**config.mk**
```make
export PLATFORM = sky130hd
export DESIGN_NAME = sird_decoder
export DESIGN_NICKNAME = d
export VERILOG_FILES = /design/src/hdl/sird_pkg.sv /design/src/hdl/sird_decoder.sv /design/src/hdl/sird_alu.sv
export SDC_FILE = /design/constraint.sdc
export NUM_CORES = 1
export LEC_CHECK = 0
export ABC_AREA = 1
export BUFFER_PORTS_ARGS = -buffer_cell sky130_fd_sc_hd__buf_2
export CAP_MARGIN = 20
export CORE_MARGIN = 8
export CORE_UTILIZATION = 40
export DETAILED_ROUTE_END_ITERATION = 8
export PLACE_DENSITY = 0.8
export SYNTH_ARGS = -nofsm -noshare
export SYNTH_HDL_FRONTEND = slang
export SYNTH_SLANG_ARGS = --single-unit
```
**constraint.sdc**
```tcl
create_clock -name core_clk -period 12.2 [get_ports core_clk]
set_input_delay 3.66 -clock core_clk [delete_from_list [all_inputs] [get_ports core_clk]]
set_output_delay 3.66 -clock core_clk [all_outputs]
set_load 0.1 [all_outputs]
```
**src/hdl/sird_pkg.sv**
```systemverilog
// shared constants for the script i/o and read/write instruction decoder
package sird_pkg;

  // instruction type field
  localparam int TYPE_HI = 31;
  localparam int TYPE_LO = 30;
  localparam logic [1:0] TYPE_IO_RW = 2'h1;

  // op code field
  localparam int OPC_HI = 29;
  localparam int OPC_LO = 27;
  localparam logic [2:0] OPC_SELECT = 3'h0;
  localparam logic [2:0] OPC_WAIT_DISC = 3'h1;
  localparam logic [2:0] OPC_WAIT_RESEL = 3'h2;
  localparam logic [2:0] OPC_SET = 3'h3;
  localparam logic [2:0] OPC_CLEAR = 3'h4;
  localparam logic [2:0] OPC_LAST_IO = 3'h4;
  localparam logic [2:0] OPC_FROM_FIRST = 3'h5;
  localparam logic [2:0] OPC_TO_FIRST = 3'h6;
  localparam logic [2:0] OPC_RMW = 3'h7;

  // operator field and alu operators
  localparam int OPR_HI = 26;
  localparam int OPR_LO = 24;
  localparam logic [2:0] ALU_MOVE = 3'h0;
  localparam logic [2:0] ALU_SHL = 3'h1;
  localparam logic [2:0] ALU_OR = 3'h2;
  localparam logic [2:0] ALU_XOR = 3'h3;
  localparam logic [2:0] ALU_AND = 3'h4;
  localparam logic [2:0] ALU_SHR = 3'h5;
  localparam logic [2:0] ALU_ADD = 3'h6;
  localparam logic [2:0] ALU_ADDC = 3'h7;

  // i/o instruction bit positions
  localparam int BIT_RELATIVE = 26;
  localparam int BIT_TABLE = 25;
  localparam int BIT_SEL_ATN = 24;
  localparam int DEST_ID_HI = 18;
  localparam int DEST_ID_LO = 16;
  localparam int BIT_CARRY = 10;
  localparam int BIT_TARGET = 9;
  localparam int BIT_ACK = 6;
  localparam int BIT_ATN = 3;
  localparam int TABLE_OFS_HI = 23;
  localparam int JUMP_OFS_HI = 23;
  localparam int OFS_WIDTH = 24;

  // read/write instruction fields
  localparam int REG_SEL_HI = 22;
  localparam int REG_SEL_LO = 16;
  localparam int IMM_HI = 15;
  localparam int IMM_LO = 8;

  // control bit positions and reset values
  localparam int CTRL0_TARGET_BIT = 0;
  localparam logic [7:0] CTRL0_RESET = 8'h00;
  localparam logic [7:0] FIRST_BYTE_RESET = 8'h00;

  typedef enum logic [1:0] {
    SIRD_DIRECT,
    SIRD_TABLE_INDIRECT,
    SIRD_RELATIVE,
    SIRD_TABLE_RELATIVE
  } sird_addr_mode_e;

endpackage

```
**src/hdl/sird_decoder.sv**
```systemverilog
// decoder for script i/o and register read/write instructions
`timescale 1ns/1ns
module sird_decoder
  import sird_pkg::*;
#(
  parameter int ADDR_WIDTH = 32,
  parameter int REG_SEL_WIDTH = 7
) (
  // clock, reset, enable
  input wire logic core_clk,
  input wire logic rst_n,
  input wire logic clkEn,
  // instruction from the fetch path
  input wire logic instrValid,
  input wire logic [31:0] instrWord0,
  input wire logic [31:0] instrWord1,
  input wire logic [ADDR_WIDTH-1:0] scriptPointer,
  input wire logic [ADDR_WIDTH-1:0] dataStructureBase,
  // configuration from the test register
  input wire logic loopbackEnable,
  // decoded i/o fields for the phase engine
  output logic isIoInstr,
  output logic isRwInstr,
  output logic [2:0] ioOpcode,
  output sird_addr_mode_e addrMode,
  output logic [2:0] destScsiId,
  output logic idFromTable,
  output logic [ADDR_WIDTH-1:0] tableFetchAddr,
  output logic [ADDR_WIDTH-1:0] failJumpAddr,
  output logic selectWithAttention,
  output logic illegalInstr,
  // register file access
  output logic [REG_SEL_WIDTH-1:0] regSelect,
  input wire logic [7:0] regReadData,
  output logic regWriteEn,
  output logic [7:0] regWriteData,
  // control state
  output logic aluCarry,
  output logic [7:0] scsiControlRegZero,
  output logic [7:0] firstByteReceivedReg,
  output logic ackLatch,
  output logic atnLatch,
  // scsi control lines, high means asserted
  output logic acknowledgeOutLine,
  output logic acknowledgeOutEn,
  output logic attentionOutLine,
  output logic attentionOutEn
);

  logic [1:0] instrType;
  logic [2:0] opcode;
  logic [2:0] aluOp;
  logic relBit;
  logic tableBit;
  logic [ADDR_WIDTH-1:0] tableOfs;
  logic [ADDR_WIDTH-1:0] jumpOfs;
  logic doSet;
  logic doClear;
  logic rwFire;
  logic toFirst;
  logic [7:0] srcByte;
  logic [7:0] aluResult;
  logic aluCarryOut;
  logic aluCarryValid;
  logic carry_reg;
  logic carry_next;
  logic [7:0] ctrl0_reg;
  logic [7:0] ctrl0_next;
  logic [7:0] firstByte_reg;
  logic [7:0] firstByte_next;
  logic ack_reg;
  logic ack_next;
  logic atn_reg;
  logic atn_next;
  logic initiatorRole;
  logic busDriveOk;

  // field extraction, all combinational so results stand this cycle
  assign instrType = instrWord0[TYPE_HI:TYPE_LO];
  assign opcode = instrWord0[OPC_HI:OPC_LO];
  assign aluOp = instrWord0[OPR_HI:OPR_LO];
  assign relBit = instrWord0[BIT_RELATIVE];
  assign tableBit = instrWord0[BIT_TABLE];

  assign isIoInstr = instrValid && (instrType == TYPE_IO_RW)
                     && (opcode <= OPC_LAST_IO);
  assign isRwInstr = instrValid && (instrType == TYPE_IO_RW)
                     && (opcode > OPC_LAST_IO);
  assign ioOpcode = opcode;

  always_comb begin
    if (relBit && tableBit) begin
      addrMode = SIRD_TABLE_RELATIVE;
    end else if (relBit) begin
      addrMode = SIRD_RELATIVE;
    end else if (tableBit) begin
      addrMode = SIRD_TABLE_INDIRECT;
    end else begin
      addrMode = SIRD_DIRECT;
    end
  end

  // id comes from the instruction unless a table mode fetches it
  assign destScsiId = instrWord0[DEST_ID_HI:DEST_ID_LO];
  assign idFromTable = tableBit;

  // offsets are signed, so the structure may sit below the base
  assign tableOfs = {{(ADDR_WIDTH-OFS_WIDTH){instrWord0[TABLE_OFS_HI]}},
                     instrWord0[TABLE_OFS_HI:0]};
  assign tableFetchAddr = dataStructureBase + tableOfs;

  assign jumpOfs = {{(ADDR_WIDTH-OFS_WIDTH){instrWord1[JUMP_OFS_HI]}},
                    instrWord1[JUMP_OFS_HI:0]};
  // absolute in direct and table indirect modes
  assign failJumpAddr = relBit ? scriptPointer + jumpOfs
                               : instrWord1[ADDR_WIDTH-1:0];

  assign selectWithAttention = isIoInstr && (opcode == OPC_SELECT)
                               && instrWord0[BIT_SEL_ATN];
  assign illegalInstr = isIoInstr && (opcode != OPC_SELECT)
                        && instrWord0[BIT_SEL_ATN];

  // read/write path
  assign regSelect = instrWord0[REG_SEL_HI:REG_SEL_LO];
  assign toFirst = (opcode == OPC_TO_FIRST);
  // op code 101 reads the first byte register, others the selected one
  assign srcByte = (opcode == OPC_FROM_FIRST) ? firstByte_reg
                                              : regReadData;

  sird_alu #(
    .WIDTH(8)
  ) u_alu (
    .aluOp(aluOp),
    .srcByte(srcByte),
    .immByte(instrWord0[IMM_HI:IMM_LO]),
    .carryIn(carry_reg),
    .result(aluResult),
    .carryOut(aluCarryOut),
    .carryValid(aluCarryValid)
  );

  assign rwFire = clkEn && isRwInstr;
  assign regWriteEn = rwFire && !toFirst;
  assign regWriteData = aluResult;

  // set and clear control
  assign doSet = clkEn && isIoInstr && (opcode == OPC_SET);
  assign doClear = clkEn && isIoInstr && (opcode == OPC_CLEAR);

  always_comb begin
    carry_next = carry_reg;
    if (doSet && instrWord0[BIT_CARRY]) begin
      carry_next = 1'b1;
    end else if (doClear && instrWord0[BIT_CARRY]) begin
      carry_next = 1'b0;
    end else if (rwFire && aluCarryValid) begin
      carry_next = aluCarryOut;
    end
  end

  always_ff @(posedge core_clk) begin
    if (!rst_n) begin
      carry_reg <= 1'b0;
    end else if (clkEn) begin
      carry_reg <= carry_next;
    end
  end

  always_comb begin
    ctrl0_next = ctrl0_reg;
    if (doSet && instrWord0[BIT_TARGET]) begin
      ctrl0_next[CTRL0_TARGET_BIT] = 1'b1;
    end else if (doClear && instrWord0[BIT_TARGET]) begin
      ctrl0_next[CTRL0_TARGET_BIT] = 1'b0;
    end
  end

  always_ff @(posedge core_clk) begin
    if (!rst_n) begin
      ctrl0_reg <= CTRL0_RESET;
    end else if (clkEn) begin
      ctrl0_reg <= ctrl0_next;
    end
  end

  always_comb begin
    ack_next = ack_reg;
    atn_next = atn_reg;
    if (doSet) begin
      ack_next = ack_reg | instrWord0[BIT_ACK];
      atn_next = atn_reg | instrWord0[BIT_ATN];
    end else if (doClear) begin
      ack_next = ack_reg & ~instrWord0[BIT_ACK];
      atn_next = atn_reg & ~instrWord0[BIT_ATN];
    end
  end

  always_ff @(posedge core_clk) begin
    if (!rst_n) begin
      ack_reg <= 1'b0;
      atn_reg <= 1'b0;
    end else if (clkEn) begin
      ack_reg <= ack_next;
      atn_reg <= atn_next;
    end
  end

  always_comb begin
    firstByte_next = firstByte_reg;
    if (rwFire && toFirst) begin
      firstByte_next = aluResult;
    end
  end

  always_ff @(posedge core_clk) begin
    if (!rst_n) begin
      firstByte_reg <= FIRST_BYTE_RESET;
    end else if (clkEn) begin
      firstByte_reg <= firstByte_next;
    end
  end

  // latches keep their value in target role; only the pins are gated
  assign initiatorRole = !ctrl0_reg[CTRL0_TARGET_BIT];
  assign busDriveOk = initiatorRole || loopbackEnable;
  assign acknowledgeOutLine = ack_reg && busDriveOk;
  assign acknowledgeOutEn = acknowledgeOutLine;
  // atn before clearing ack relies on the script keeping that order
  assign attentionOutLine = atn_reg && busDriveOk;
  assign attentionOutEn = attentionOutLine;

  assign aluCarry = carry_reg;
  assign scsiControlRegZero = ctrl0_reg;
  assign firstByteReceivedReg = firstByte_reg;
  assign ackLatch = ack_reg;
  assign atnLatch = atn_reg;

endmodule

```
**src/hdl/sird_alu.sv**
```systemverilog
// byte alu for read/write instructions
`timescale 1ns/1ns
module sird_alu
  import sird_pkg::*;
#(
  parameter int WIDTH = 8
) (
  // operation select
  input wire logic [2:0] aluOp,
  // operands
  input wire logic [WIDTH-1:0] srcByte,
  input wire logic [WIDTH-1:0] immByte,
  input wire logic carryIn,
  // result
  output logic [WIDTH-1:0] result,
  output logic carryOut,
  output logic carryValid
);

  logic [WIDTH:0] sum;

  always_comb begin
    sum = '0;
    result = srcByte;
    carryOut = 1'b0;
    carryValid = 1'b0;
    case (aluOp)
      ALU_MOVE: result = immByte;
      ALU_SHL: result = {srcByte[WIDTH-2:0], 1'b0};
      ALU_OR: result = srcByte | immByte;
      ALU_XOR: result = srcByte ^ immByte;
      ALU_AND: result = srcByte & immByte;
      ALU_SHR: result = {1'b0, srcByte[WIDTH-1:1]};
      ALU_ADD: begin
        sum = {1'b0, srcByte} + {1'b0, immByte};
        result = sum[WIDTH-1:0];
        carryOut = sum[WIDTH];
        carryValid = 1'b1;
      end
      default: begin
        // add with carry folds the alu carry into bit 0
        sum = {1'b0, srcByte} + {1'b0, immByte}
            + {{WIDTH{1'b0}}, carryIn};
        result = sum[WIDTH-1:0];
        carryOut = sum[WIDTH];
        carryValid = 1'b1;
      end
    endcase
  end

endmodule

```
==> impl_metrics.csv, run 1 <==
group,metric,value,unit
timing,rsz0062_at_grt,"no",
clock_network,cts_post_setup_buffers_inserted,0,
global_route,antenna_found_initial,0,
pwr,p_comb_share,87.7,%
pwr,p_int,0.0002252,W
timing,layout_worst_path_cycle_share,83.62,%
timing,fin_skew,2.797,ps
synth,yosysTopAreaCellShare,19.34,%
critical_path,critPathCaptureType,"output pin",
synth,syn_area,6191,um^2
floorplan,die_area,19710,um^2
synth,yosysTopAreaCell,"nand2_1",
critical_path,cp_max_fo,16,
critical_path,reg2reg_depth,12,
timing,fin_tns_setup,0,ps
synth,synth.distinct_cells,38,
pwr,max-vdd-ir-drop,97.56,uV
synth,syn_area_per_cell,5.484,um^2
layout,layout_commonest_cell,"nand2_1",
global_route,grt_pass1_vias,7409,
clock_network,cts_root_buffer,"clkbuf_16",
critical_path,r2r-start,"firstByteReceivedReg[0]",
outcome,outcome,"finished clean",
timing,slew_headroom,55.47,%
layout,antenna_cells,0,
placed_design,dp_hpwl,19960,um
synth,synth_seq_area_share,3.880,%
drt,vias,8065,
drt,ant_nets,0,
placed_design,port_buffers,249,
clock_network,cts.sinks,12,
global_route,grt_max_degree,52,
timing,drv_slew,0,
floorplan,rows,45,
drt,wirelength,22750,um
timing,fin_crit,10200,ps
critical_path,r2r-end,"aluCarry",
clock_network,clkTransAtPathRegs,40,ps
drt,dr.first_iter.drc_count,589,
critical_path,cp.required,8540,ps
pwr,p_per_area,105.6,nW/um^2
floorplan,die_w,140.4,um
critical_path,r2r_slack,9640,ps
critical_path,critPathLaunchType,"input port",
clock_network,hold_buffers,0,
min_path,hold_class,"register to register",
layout,layout_common_cells,"319 x nand2_1, 249 x buf_2, 155 x inv_1",
clock_network,cts_resized,0,
clock_network,htree_levels,1,
layout,nets,1580,
floorplan,core-area,15150,um^2
pwr,leakagePower,4.252,nW
placed_design,dpl_cell_area,7473,um^2
synth,synthTopCellsByArea,"nand2_1 19%, ha_1 16%, inv_1 9.4%",
global_route,grt_overflow_total,0,
timing,clock.fmax,98.02,MHz
pwr,power_switching,0.0005719,W
floorplan,die_y,140.4,um
clock_network,clk_latency,240,ps
drt,via_per_inst,5.230,
layout,final_area,7548,um^2
pwr,sequentialPowerShare,5.0,%
critical_path,crit_type,"input port to output pin",
pwr,p_clk_share,7.3,%
drt,drc,0,
timing,setup_violations,0,
min_path,hold_path_depth,2,
global_route,grt_usage,21.41,%
clock_network,clk_path_buf_depth,2,
layout,areaGrowthSynthToFinish,21.93,%
drt,post_drt_wl_per_cell,14.75,um
layout,layout-drive-gt1-share,20.31,%
floorplan,design.portCount,257,
timing,tightest_slew,664.3,ps
floorplan,start_util,40.88,%
global_route,grt_pass1_wl,35870,um
synth,synth_cells,1129,
critical_path,startpoint,"instrWord0[28]",
job,maxCapViolations,0,
clock_network,cts_buffers,3,
placed_design,gp_congestion,0.9794,
critical_path,cp.arrival,6540,ps
synth,ys.warnings.count,0,
drt,first_pass_iters,7,
clock_network,tritoncts,"built",
timing,hold_violations,0,
pwr,p_sw_share,71.74,%
synth,ys_ff_latch,12,
how the worst max path moves through the flow:
| stage | endpoint | slack [ps] |
|---|---|---|
| floorplan | selectWithAttention | 270 |
| global placement | regWriteData[6] | 2110 |
| detailed placement | regWriteData[6] | 2050 |
| CTS | regWriteData[6] | 2030 |
| global route | regWriteData[6] | 1800 |
| finish | regWriteData[6] | 2000 |
kinds of logic (layout without fill, tap and decap cells):
| kind of cell | after synthesis | count (layout) | synth area share (%) |
|---|---|---|---|
| and+or+nand+nor | 574 | 574 | 39.17 |
| AOI/OAI and AO/OA | 228 | 228 | 20.72 |
| buffers and inverters | 189 | 408 | 13.10 |
| adders and majority gates | 83 | 83 | 17.14 |
| xor gates and xnor gates | 42 | 42 | 5.942 |
| DFF | 12 | 12 | 3.880 |
| other | 1 | 7 | 0.06057 |
power by group through the flow:
stage	logic [W]	registers (W)	clock network, W
2_1_floorplan	0.000565	0.0000416	0
3_3_place_gp	0.000691	0.0000404	0
3_5_place_dp	0.000694	0.0000404	0
4_1_cts	0.000696	0.0000397	0.0000587
5_1_grt	0.000740	0.0000397	0.0000599
6_report	0.000699	0.0000397	0.0000581
metrics by stage:
step | worst slack, ps | total power [W] | std cells | utilization (%) | hold WS [ps]
4_1_cts | 2033 | 0.0007946 | 1542 | 49.84 | 478.3
3_3_place_gp | 2115 | 0.0007317 | 1539 | 49.34 | 461.6
6_report | 1999 | 0.0007971 | 1542 | 49.84 | 472.9
2_1_floorplan | 269.5 | 0.0006063 | 1135 | - | 906.2
3_5_place_dp | 2051 | 0.0007344 | 1539 | 49.34 | 470.7
5_1_grt | 1804 | 0.0008400 | 1542 | 49.84 | 501.1
metal layers:
| layer | vias up | track usage [%] | part of all wire, % |
|---|---|---|---|
| met3 | 31 | 2.480 | 6.6 |
| met2 | 312 | 37.44 | 47 |
| met1 | 3572 | 27.60 | 44 |
| met4 | 0 | 4.343 | 1.7 |
| met5 | - | 0 | 0 |
| li1 | 4150 | - | - |
cell type report:
| type | instances | area [um^2] |
|---|---|---|
| clock buffers | 3 | 75.07 |
| fillers | 1642 | 7597 |
| inverters | 155 | 581.8 |
| multi-input cells | 934 | 5162 |
| flip-flops and latches | 12 | 240.2 |
| well taps | 188 | 235.2 |
| repair buffers | 250 | 1254 |
synthesized netlist by cell type (all sizes together):
| cell | number |
|---|---|
| nand3b | 10 |
| nand4 | 18 |
| clkbuf | 9 |
| o21bai | 9 |
| o2111ai | 1 |
| xor2 | 22 |
| nor2 | 116 |
| o22ai | 6 |
| a21oi | 96 |
| buf | 25 |
| inv | 155 |
| o211ai | 2 |
| ha | 80 |
| nor4 | 3 |
| nand3 | 79 |
| and2 | 1 |
| a21boi | 6 |
| a211oi | 2 |
| nand2 | 321 |
| o21ai | 87 |
| fa | 3 |
| a21o | 4 |
| o21a | 7 |
| dfxtp | 12 |
| conb | 1 |
| or2 | 5 |
| a22o | 1 |
| nor3 | 21 |
| o221ai | 2 |
| xnor2 | 20 |
| a31oi | 5 |
worst max-delay path, cell delays in order:
cell	delay, ps
buf_2	120
inv_1	100
nand3_4	210
o21ai_2	240
inv_1	70
ha_1	250
fa_1	550
ha_1	180
inv_1	40
nor2_1	180
nand3_1	150
o21ai_0	200
nand3_1	120
inv_1	60
buf_2	420
No activity file was read; power rests on OpenSTA's default activity.
==> inputs of run 2 (changes only) <==
--- a/config.mk
+++ b/config.mk
@@ -11,7 +11,7 @@
 export CORE_MARGIN = 8
 export CORE_UTILIZATION = 40
 export DETAILED_ROUTE_END_ITERATION = 8
-export PLACE_DENSITY = 0.8
+export PLACE_DENSITY = 0.82
 export SYNTH_ARGS = -nofsm -noshare
 export SYNTH_HDL_FRONTEND = slang
 export SYNTH_SLANG_ARGS = --single-unit
==> constraint.sdc (replaced) <==
create_clock -name core_clk -period 9 [get_ports core_clk]
set_input_delay 2.7 -clock core_clk [delete_from_list [all_inputs] [get_ports core_clk]]
set_output_delay 2.7 -clock core_clk [all_outputs]
set_load 0.1 [all_outputs]
==> impl_metrics.csv, run 2 (same netlist as run 1, synthesis figures left out) <==
group,metric,value,unit
outcome,outcome,"finished clean",
job,maxCapViolations,0,
critical_path,cp.arrival,5560,ps
drt,via_per_inst,5.287,
drt,vias,8158,
pwr,max-vdd-ir-drop,149.8,uV
min_path,hold_path_depth,2,
clock_network,cts_buffers,3,
critical_path,reg2reg_depth,13,
pwr,leakagePower,4.260,nW
layout,nets,1580,
min_path,hold_class,"register to register",
clock_network,cts_post_setup_buffers_inserted,0,
clock_network,cts_resized,0,
timing,rsz0062_at_grt,"no",
pwr,power.total,0.001089,W
clock_network,tritoncts,"built",
global_route,antenna_found_initial,0,
global_route,grt_usage,21.26,%
floorplan,start_util,40.88,%
layout,layout_common_cells,"319 x nand2_1, 249 x buf_2, 155 x inv_1",
floorplan,core-area,15150,um^2
timing,layout_worst_path_cycle_share,91.83,%
drt,ant_nets,0,
timing,setup_violations,0,
global_route,grt_overflow_total,0,
drt,dr.first_iter.drc_count,541,
critical_path,r2r-start,"firstByteReceivedReg[0]",
layout,antenna_cells,0,
clock_network,clkTransAtPathRegs,50,ps
global_route,grt_pass1_wl,35860,um
global_route,grt_pass1_vias,7588,
critical_path,cp.required,6300,ps
drt,drc,0,
critical_path,r2r-end,"aluCarry",
placed_design,placed_cells,1539,
timing,worst_slack,735.7,ps
clock_network,clk_path_buf_depth,2,
clock_network,cts_root_buffer,"clkbuf_16",
floorplan,die_area,19710,um^2
layout,layout_commonest_cell,"nand2_1",
placed_design,port_buffers,249,
layout,stdcell_count,1543,
floorplan,design.portCount,257,
timing,tightest_slew,667.7,ps
layout,areaGrowthSynthToFinish,22.25,%
floorplan,die_w,140.4,um
timing,slew_headroom,55.25,%
timing,whs,467.5,ps
layout,nFillCells,1681,
clock_network,cts.sinks,12,
timing,fin_crit,8264,ps
critical_path,critPathLaunchType,"input port",
placed_design,place_ws,763.3,ps
clock_network,htree_levels,1,
critical_path,cp_max_fo,16,
timing,drv_slew,0,
timing,fin_skew,4.949,ps
critical_path,critPathCaptureType,"output pin",
pwr,p_per_area,143.9,nW/um^2
layout,layout-drive-gt1-share,20.44,%
clock_network,hold_buffers,0,
placed_design,gp_congestion,0.9384,
floorplan,die_y,140.4,um
drt,first_pass_iters,8,
timing,hold_violations,0,
timing,clock.fmax,121.0,MHz
critical_path,r2r_slack,6440,ps
placed_design,dp_hpwl,19800,um
global_route,grt_max_degree,46,
drt,post_drt_wl_per_cell,14.49,um
timing,fin_tns_setup,0,ps
clock_network,clk_latency,240,ps
drt,wirelength,22350,um
critical_path,crit_type,"input port to output pin",
floorplan,rows,45,
-- run 2: changes by cell type in the layout (fill, tap and decap cells not counted) --
| cell | previous run | this run |
|---|---|---|
| nor4_2 | 0 | 1 |
| nor4_1 | 3 | 2 |
| clkbuf_8 | 0 | 1 |
-- run 2: worst max-delay path, stage by stage --
cell	delay [ps]
buf_2	130
inv_1	110
nand3_4	200
o21ai_2	220
inv_1	60
ha_1	230
fa_1	550
ha_1	180
inv_1	40
nor2_1	180
nand3_1	150
o21ai_0	190
nand3_1	130
inv_1	70
buf_2	420
-- run 2: layout make-up --
type	instances	area [um^2]	area share [%]
multi-input cells	934	5169	68.29
well taps	188	235.2	3.108
inverters	155	581.8	7.687
flip-flops and latches	12	240.2	3.174
repair buffers	250	1254	16.56
clock buffers	4	88.84	1.174
-- run 2: worst max-delay path by stage --
stage,startpoint,to,slack (ps),depth (start not counted)
floorplan,instrWord0[28],selectWithAttention,120,5
global placement,instrWord0[28],regWriteData[6],820,15
detailed placement,instrWord0[28],regWriteData[6],760,15
CTS,instrWord0[28],regWriteData[6],740,15
global route,instrWord0[28],regWriteData[6],480,15
finish,instrWord0[28],regWriteData[6],740,15
-- run 2: stage by stage --
stage	util, %	cell area, um^2
after floorplan	-	6220
after global placement	49.38	7480
after detailed placement	49.38	7480
after CTS	49.97	7569
after global routing	49.97	7569
final	49.97	7569
-- run 2: per-layer routing --
| layer | up-vias | share of wire (%) | GRT usage (%) |
|---|---|---|---|
| li1 | 4153 | - | - |
| met1 | 3647 | 45 | 27.49 |
| met2 | 310 | 46 | 36.57 |
| met3 | 48 | 6.2 | 2.413 |
| met4 | 0 | 2.3 | 5.486 |
| met5 | - | 0 | 0 |
-- run 2: power by group --
part	switching, W	internal (W)	total [W]
sequential	0.000000183	0.0000535	0.0000537
clock	0.0000237	0.0000671	0.0000908
combinational	0.000751	0.000194	0.000945
total	0.000774	0.000315	0.00109
